<file path="src/psu_sig_map.svh">
`ifndef PSU_SIG_MAP_SVH
`define PSU_SIG_MAP_SVH
// Clock rate in kHz (25 MHz)
`define CLK_KHZ          25000
// Power-good assertion window after regulation, ms
`define PGOOD_ON_MIN_MS  100
`define PGOOD_ON_MAX_MS  500
// Power-good drop after on request released, ms (longest)
`define PGOOD_OFF_MAX_MS 5
// Rail regulation window after on request, ms
`define RAIL_ON_MIN_MS   5
`define RAIL_ON_MAX_MS   400
// Management bus clock, kHz
`define MGMT_BUS_KHZ     100
// Address field width
`define SLOT_ADDR_W      2
// Synchroniser idle word {request, shutoff, addr1, addr0}: both pins released high
`define SYNC_IDLE        4'hc
`endif

</file>
<file path="src/psu_sig_pkg.sv">
`default_nettype none
package psu_sig_pkg;
  // Sequencer states
  typedef enum logic [1:0] {ST_OFF, ST_RAMP, ST_DELAY, ST_GOOD} seq_e;
  // Health inputs from the power stage and monitors
  typedef struct packed {
    logic temp_warn;    // Temperature warning
    logic gen_fail;     // General failure
    logic over_curr;    // Overcurrent
    logic over_volt;    // Overvoltage
    logic fan_fail;     // Fan failed
    logic other_event;  // Other critical or warning event
  } health_s;
endpackage
`default_nettype wire
</file>
<file path="src/psu_control_status_signals.sv">
// Function
// - Names ending _n are asserted low
// - Mains good high within 90-264 VAC
// - Alert on warn, fail, OC, OV, fan
// - Alert idles high, low means alert
// - Amber LED changes with alert
// - Management bus runs at 100 kHz
// - Shutoff low enables main output
// - On request low turns main rail on
// - On request pulled inactive when undriven
// - Power good only when all regulated
// - Power good drops on undervolt or holdup
// - Current limit holds off good delay
// - Power good is open-drain
// - Slot address high reads as one
// - Installed pin tied low through resistor
// - Power good 100-500 ms after regulation
// - Power good drops within 5 ms
// - Rail regulated 5-400 ms after request
// - Overvoltage latches off until toggle
`timescale 1ns/1ps
`default_nettype none
`include "psu_sig_map.svh"
module psu_control_status_signals
  import psu_sig_pkg::*;
#(
  parameter int PGOOD_DLY_MS = 200,  // Chosen power-good delay within window
  parameter int PGOOD_DLY    = PGOOD_DLY_MS * `CLK_KHZ,
  parameter int RAMP_TO      = `RAIL_ON_MAX_MS * `CLK_KHZ
) (
  input  wire logic                    sys_clk,             // 25 MHz clock
  input  wire logic                    rst_n,               // Sync reset, low
  input  wire logic                    output_on_request_n, // Host on request pin
  input  wire logic                    hot_swap_shutoff_n,  // Host shutoff pin
  input  wire logic                    slot_addr_bit0,      // Slot address pin 0
  input  wire logic                    slot_addr_bit1,      // Slot address pin 1
  input  wire logic                    mains_in_range,      // Input in 90-264 VAC
  input  wire logic                    mains_holdup_lost,   // Input loss beyond holdup
  input  wire logic                    rails_in_reg,        // All outputs regulated
  input  wire logic                    in_curr_limit,       // Any output current-limited
  input  wire health_s                 health,              // Fault monitors
  output logic                         main_rail_en,        // Main converter enable
  output logic                         mains_good,          // Mains good output
  output logic                         fault_alert,         // Alert, low active
  output logic                         led_amber,           // Amber status LED
  output logic                         output_power_good_oe,// Power good pull-low
  output logic                         output_power_good,   // Power good level
  output logic [`SLOT_ADDR_W-1:0]      mgmt_addr,           // Bus address bits
  output logic                         unit_installed_n,    // Presence, tied low
  output logic                         mgmt_clk_en          // 100 kHz bus tick
);
  localparam int BUS_DIV = `CLK_KHZ / `MGMT_BUS_KHZ;
  localparam int MIN_DLY = `PGOOD_ON_MIN_MS * `CLK_KHZ;
  localparam int MAX_DLY = `PGOOD_ON_MAX_MS * `CLK_KHZ;
  // Elaboration checks: counters and divider must be able to serve the values
  if (PGOOD_DLY < 1 || RAMP_TO < 1) begin : g_bad_delay
    $error("Delays must be positive");
  end
  if (PGOOD_DLY_MS * `CLK_KHZ < MIN_DLY || PGOOD_DLY_MS * `CLK_KHZ > MAX_DLY) begin : g_bad_win
    $error("Power-good delay outside its window");
  end
  if (BUS_DIV < 2 || BUS_DIV > 65536) begin : g_bad_div
    $error("Bus divider does not fit its counter");
  end

  // ==========================================================
  // Input synchronisers
  // Host pins are asynchronous; two stages before any use
  logic [3:0] meta_r, sync_r;
  always_ff @(posedge sys_clk) begin
    if (!rst_n) begin
      meta_r <= `SYNC_IDLE;  // Idle: request and shutoff released
      sync_r <= `SYNC_IDLE;
    end else begin
      meta_r <= {output_on_request_n, hot_swap_shutoff_n, slot_addr_bit1, slot_addr_bit0};
      sync_r <= meta_r;
    end
  end
  wire on_req  = ~sync_r[3];
  wire enable  = ~sync_r[2];
  wire run_req = on_req & enable;

  // ==========================================================
  // Overvoltage latch, cleared by request toggle or input loss
  logic ov_latch_r, on_req_d_r;
  wire  req_rise = on_req & ~on_req_d_r;
  // A trip in the same cycle as a clear wins, so no fault slips through
  always_ff @(posedge sys_clk) begin
    if (!rst_n) begin
      ov_latch_r <= 1'b0;
      on_req_d_r <= 1'b0;
    end else begin
      on_req_d_r <= on_req;
      if (health.over_volt) ov_latch_r <= 1'b1;
      else if (!on_req || mains_holdup_lost) ov_latch_r <= 1'b0;
    end
  end

  // ==========================================================
  // Sequencer
  seq_e        st_r, st_nxt;
  logic [31:0] cnt_r, cnt_nxt;
  wire  go = run_req & ~ov_latch_r & ~health.over_volt & mains_in_range;
  // Any sag during the delay restarts the full hold-off from the ramp state
  always_comb begin
    st_nxt  = st_r;
    cnt_nxt = cnt_r + 32'h1;
    case (st_r)
      ST_OFF: begin
        cnt_nxt = 32'h0;
        if (go) st_nxt = ST_RAMP;
      end
      ST_RAMP: begin
        if (rails_in_reg) begin
          st_nxt  = ST_DELAY;
          cnt_nxt = 32'h0;
        end
      end
      ST_DELAY: begin
        if (in_curr_limit) cnt_nxt = 32'h0;
        else if (cnt_r >= 32'(PGOOD_DLY - 1)) st_nxt = ST_GOOD;
        if (!rails_in_reg) begin
          st_nxt  = ST_RAMP;
          cnt_nxt = 32'h0;
        end
      end
      ST_GOOD: if (!rails_in_reg || mains_holdup_lost) st_nxt = ST_RAMP;
      default: st_nxt = ST_OFF;
    endcase
    if (!go) st_nxt = ST_OFF;
  end
  always_ff @(posedge sys_clk) begin
    if (!rst_n) begin
      st_r  <= ST_OFF;
      cnt_r <= 32'h0;
    end else begin
      st_r  <= st_nxt;
      cnt_r <= cnt_nxt;
    end
  end

  // ==========================================================
  // Indications, all registered except the tied-low presence pin
  wire alert_any = |health;
  logic good_r, mains_r, alert_r, en_r;
  logic [`SLOT_ADDR_W-1:0] addr_r;
  always_ff @(posedge sys_clk) begin
    if (!rst_n) begin
      good_r  <= 1'b0;
      mains_r <= 1'b0;
      alert_r <= 1'b0;
      en_r    <= 1'b0;
      addr_r  <= '0;
    end else begin
      good_r  <= (st_nxt == ST_GOOD);
      mains_r <= mains_in_range;
      alert_r <= alert_any;
      en_r    <= (st_nxt != ST_OFF);
      addr_r  <= sync_r[1:0];
    end
  end
  assign main_rail_en         = en_r;
  assign mains_good           = mains_r;
  assign fault_alert          = ~alert_r;
  assign led_amber            = alert_r;
  assign output_power_good    = good_r;
  assign output_power_good_oe = ~good_r;       // Pull low when not good
  assign mgmt_addr            = addr_r;
  assign unit_installed_n     = 1'b0;

  // ==========================================================
  // Management bus tick; protocol engine lives elsewhere
  logic [15:0] div_r;
  always_ff @(posedge sys_clk) begin
    if (!rst_n) div_r <= 16'h0;
    else if (div_r == 16'(BUS_DIV - 1)) div_r <= 16'h0;
    else div_r <= div_r + 16'h1;
  end
  assign mgmt_clk_en = (div_r == 16'(BUS_DIV - 1));

  // ==========================================================
  // Checks
  // Pin and LED share one flop; a split here means a wiring slip
  a_alert_led: assert property (@(posedge sys_clk) disable iff (!rst_n)
    fault_alert == ~led_amber) else $error("Alert and LED disagree");
  a_alert_cause: assert property (@(posedge sys_clk) disable iff (!rst_n)
    alert_any |=> !fault_alert) else $error("Alert missing");
  a_alert_idle: assert property (@(posedge sys_clk) disable iff (!rst_n)
    !alert_any |=> fault_alert) else $error("Alert without cause");
  a_good_reg: assert property (@(posedge sys_clk) disable iff (!rst_n)
    output_power_good |-> $past(rails_in_reg)) else $error("Good while out of reg");
  a_good_drop: assert property (@(posedge sys_clk) disable iff (!rst_n)
    !on_req |=> !output_power_good) else $error("Good not dropped");
  // The count is read one cycle back, where the move to good was decided
  a_good_delay: assert property (@(posedge sys_clk) disable iff (!rst_n)
    $rose(output_power_good) |->
      $past(st_r) == ST_DELAY && $past(cnt_r) >= 32'(PGOOD_DLY - 1))
    else $error("Good without delay");
  a_kill_off: assert property (@(posedge sys_clk) disable iff (!rst_n)
    !enable |=> !main_rail_en) else $error("Rail on while shut off");
  a_rail_off: assert property (@(posedge sys_clk) disable iff (!rst_n)
    !on_req |=> !main_rail_en) else $error("Rail on without request");
  a_ov_latch: assert property (@(posedge sys_clk) disable iff (!rst_n)
    health.over_volt |=> ov_latch_r && !main_rail_en) else $error("No OV latch");
  a_ov_hold: assert property (@(posedge sys_clk) disable iff (!rst_n)
    ov_latch_r && on_req && !mains_holdup_lost |=> ov_latch_r) else $error("OV latch let go");
  a_mains: assert property (@(posedge sys_clk) disable iff (!rst_n)
    mains_in_range |=> mains_good) else $error("Mains good wrong");
  a_mains_low: assert property (@(posedge sys_clk) disable iff (!rst_n)
    !mains_in_range |=> !mains_good) else $error("Mains good stuck high");
  a_addr: assert property (@(posedge sys_clk) disable iff (!rst_n)
    mgmt_addr == $past(sync_r[1:0])) else $error("Address wrong");
  a_clim_hold: assert property (@(posedge sys_clk) disable iff (!rst_n)
    (st_r == ST_DELAY && in_curr_limit && go && rails_in_reg) |=> cnt_r == 32'h0)
    else $error("Delay ran in current limit");
  // Main scenarios: turn-on, trip, alert, request toggle, held-off delay
  c_turn_on:  cover property (@(posedge sys_clk) $rose(output_power_good));
  c_ov_trip:  cover property (@(posedge sys_clk) $rose(ov_latch_r));
  c_alert:    cover property (@(posedge sys_clk) $fell(fault_alert));
  c_re_req:   cover property (@(posedge sys_clk) req_rise);
  c_clim:     cover property (@(posedge sys_clk) st_r == ST_DELAY && in_curr_limit);
endmodule
`default_nettype wire

</file>
<file path="config.mk">
export PLATFORM = sky130hd
export DESIGN_NAME = psu_control_status_signals
export DESIGN_NICKNAME = d
export VERILOG_FILES = /design/src/psu_sig_pkg.sv /design/src/psu_control_status_signals.sv
export VERILOG_INCLUDE_DIRS = /design/src
export SDC_FILE = /design/constraint.sdc
export NUM_CORES = 1
export LEC_CHECK = 0
export BUFFER_PORTS_ARGS = -buffer_cell sky130_fd_sc_hd__buf_4
export CORE_UTILIZATION = 58
export CTS_CLUSTER_SIZE = 25
export DETAILED_ROUTE_END_ITERATION = 10
export GPL_ROUTABILITY_DRIVEN = 0
export HOLD_SLACK_MARGIN = 0.05
export PLACE_DENSITY_LB_ADDON = 0.15
export SLEW_MARGIN = 0
export SYNTH_ARGS = -nofsm -noshare
export SYNTH_HDL_FRONTEND = slang
export SYNTH_SLANG_ARGS = --single-unit
</file>
<file path="constraint.sdc">
create_clock -name sys_clk -period 2.5 [get_ports sys_clk]
set_input_delay 0.125 -clock sys_clk [delete_from_list [all_inputs] [get_ports sys_clk]]
set_output_delay 0.125 -clock sys_clk [all_outputs]
set_load 0.02 [all_outputs]
</file>
==> impl_metrics.ini <==
[outcome]
status = finished, final reports clean

[sta]
report.final.hold_viol_count = 0
fin_ws_ps = 465.0
maxSlewHeadroom_pct = 61.41
skew_ps = 5.404
tightest_slew_ps = 578.8
finalSetupViolCount = 0
fin_crit_ps = 2035
min_period_over_period_pct = 81.40
rsz0062_at_grt = no
clock.fmax_mhz = 491.4
drv_slew = 0
fin_tns_setup_ps = 0

[logic_synthesis]
ys_warn_count = 0
syn_inst = 328
synth.cell_area_mm2 = 0.002866
syn_area_per_cell_um2 = 8.739
synth_nets = 347
synth.ff_latch_count = 65
synth.area.top_cells = dfxtp_1 45%, or4_1 4.7%, a21oi_1 4.4%
ys_seq_area_share_pct = 45.40
yosysTopAreaCell = dfxtp_1
synth-main-ff-cell = dfxtp_1
synth-async-reset-ratio_pct = 0
synth_top_area_share_pct = 45.40
synth_edf_count = 0
ys_types = 42

[clock_tree]
cts.sinks = 65
post_cts_buffers = 0
cts_root_buf = clkbuf_8
cts_tree = built
cts.clk_slew.worst_paths_ps = 80
clock_path_buffers = 2
htree_levels = 3
cts_buffers = 9
clock_latency_ps = 340

[placement]
pre_cts_slack_ps = 492.3
portBuffers = 24
placed_cells = 409
dp_hpwl_um = 3873

[worst_setup_path]
worst-path-buf-inv = 0
crit_type = reg2reg
crit_path_max_fanout = 16
critPathCaptureType = register
cp.arrival_ps = 2250
required_ps = 2710
crit_family = simple AND/OR/NAND/NOR gates
crit_path_cell_trace = or4_1, nor4_1, nand2b_1, nor2_1
crit_path_max_incr_delay_ps = 530
start_kind = register
slowest_stage = nand2b_1

[pwr]
leakagePower_nw = 1.160
power.density_mw_per_mm2 = 568.7
ir_drop_v = 0.0004709

[finish]
finalNonFillerCells = 437
synthToLayoutAreaGrowth_pct = 18.55
drive_gt1_share_pct = 12.97
fill_cells = 381
nets = 384
n_antenna_cell = 0

[global_routing]
antenna_found_initial = 0
first_global_vias = 2190
grt_first_pass_wirelength_um = 9880
grt_start_max_net_pins = 31
gr-total-overflow = 0
grt_use_total_pct = 24.82

[floorplan]
io_pins = 26
dieArea_mm2 = 0.005227
dieWidth_um = 72.30
die_h_um = 72.30
core_mm2 = 0.004755
initial_core_util_pct = 60.29
rows = 25

[drt]
ant_nets = 0
first_pass_iters = 4
wl_um = 6045
drc_errors = 0
drtIter0Drc = 176
vias_per_cell = 5.673
wl_per_cell_um = 13.83
routed-via-count = 2479

[min_path]
min_path_type = in2reg

[run]
maxCapViolCount = 0
## power breakdown
part / internal (mW) / switching (mW)
clock network: 0.367 / 0.428
registers: 1.05 / 0.00746
logic: 0.0438 / 0.0376
## final cells by class
cell class / instances / area, µm² / area share [%]
multi-input combinational: 241 / 1483 / 43.63
timing repair buffer: 38 / 315.3 / 9.278
tap: 67 / 83.83 / 2.467
clock buffer: 9 / 123.9 / 3.645
sequential: 65 / 1301 / 38.29
inverter: 10 / 37.54 / 1.105
clock inverter: 7 / 53.80 / 1.583
## metrics by stage
| step | total power [mW] | util (%) | hold WS (ps) | instance area, µm² |
|---|---|---|---|---|
| finish | 1.933 | 71.47 | 68.93 | 3398 |
| global route | 2.011 | 71.47 | 73.48 | 3398 |
| CTS | 1.945 | 71.47 | 61.85 | 3398 |
| detailed placement | 1.144 | 65.21 | 311.1 | 3100 |
| global placement | 1.143 | 65.21 | 308.6 | 3100 |
| floorplan | 1.113 | - | 198.0 | 2867 |
## metal layers
metal  vias to the layer above  track usage, %  wire [µm]
li1                       1267               -          -
met1                      1159           28.68       2638
met2                        48           43.72       3106
met3                         5           8.056        234
met4                         0           7.190         65
met5                         -               0          0
## placed cells by master, fill, tap and decap left out, drive strengths merged, types with 6 or more instances in the layout
cell type	instances
o21ai	7
a21oi	25
nor2	32
buf	26
and2	10
nand4	10
or4	19
inv	12
clkbuf	9
xnor2	10
or3	8
xor2	13
nor4	9
and3	6
o31ai	14
nand2	22
dlygate4sd3	12
nand2b	6
nand3	21
dfxtp	65
## cell usage after synthesis (7+ instances only)
cell	count
a21oi_1	25
nand4_1	10
o21ai_0	7
xor2_1	13
dfxtp_1	65
inv_1	10
clkbuf_1	9
nand2_1	22
or4_1	18
o31ai_1	14
nor4_1	9
nor2_1	32
xnor2_1	10
nand3_1	20
or3_1	8
and2_1	10
## worst paths after layout
| kind | to | cells after the start | slack (ps) | startpoint |
|---|---|---|---|---|
| worst min-delay path | st_r[1] | 2 | 70 | rails_in_reg |
| worst max-delay path | div_r[12] | 4 | 460 | div_r[9] |
| worst max register to register | div_r[12] | 4 | 460 | div_r[9] |
| worst min register to register | sync_r[3] | 1 | 410 | meta_r[3] |
## timing repair
| action | in CTS | in global routing |
|---|---|---|
| hold buffers | 12 | 0 |
| hold endpoints to repair | 9 | 0 |
| gates resized for setup | 0 | 0 |
## kinds of logic (layout without fill, tap and decap cells)
kind of cell               count (synthesis)  count (layout)  share of synthesized area [%]
AOI/OAI and AO/OA                         56              56                          12.13
and+or+nand+nor                          157             157                          30.56
xor gates and xnor gates                  23              23                          7.027
buffers and inverters                     22              64                          3.099
DFF                                       65              65                          45.40
adders and majority gates                  3               3                          1.310
other                                      1               1                         0.1308
muxes                                      1               1                         0.3492
## state kept, by name, indices dropped and copies added (netlist names)
| name | flops |
|---|---|
| meta_r | 4 |
| sync_r | 4 |
| mgmt_addr | 2 |
| led_amber | 1 |
| mains_good | 1 |
| main_rail_en | 1 |
| div_r | 16 |
| st_r | 2 |
| output_power_good | 1 |
| ov_latch_r | 1 |
| cnt_r | 32 |
(Power assumes the default switching activity.)
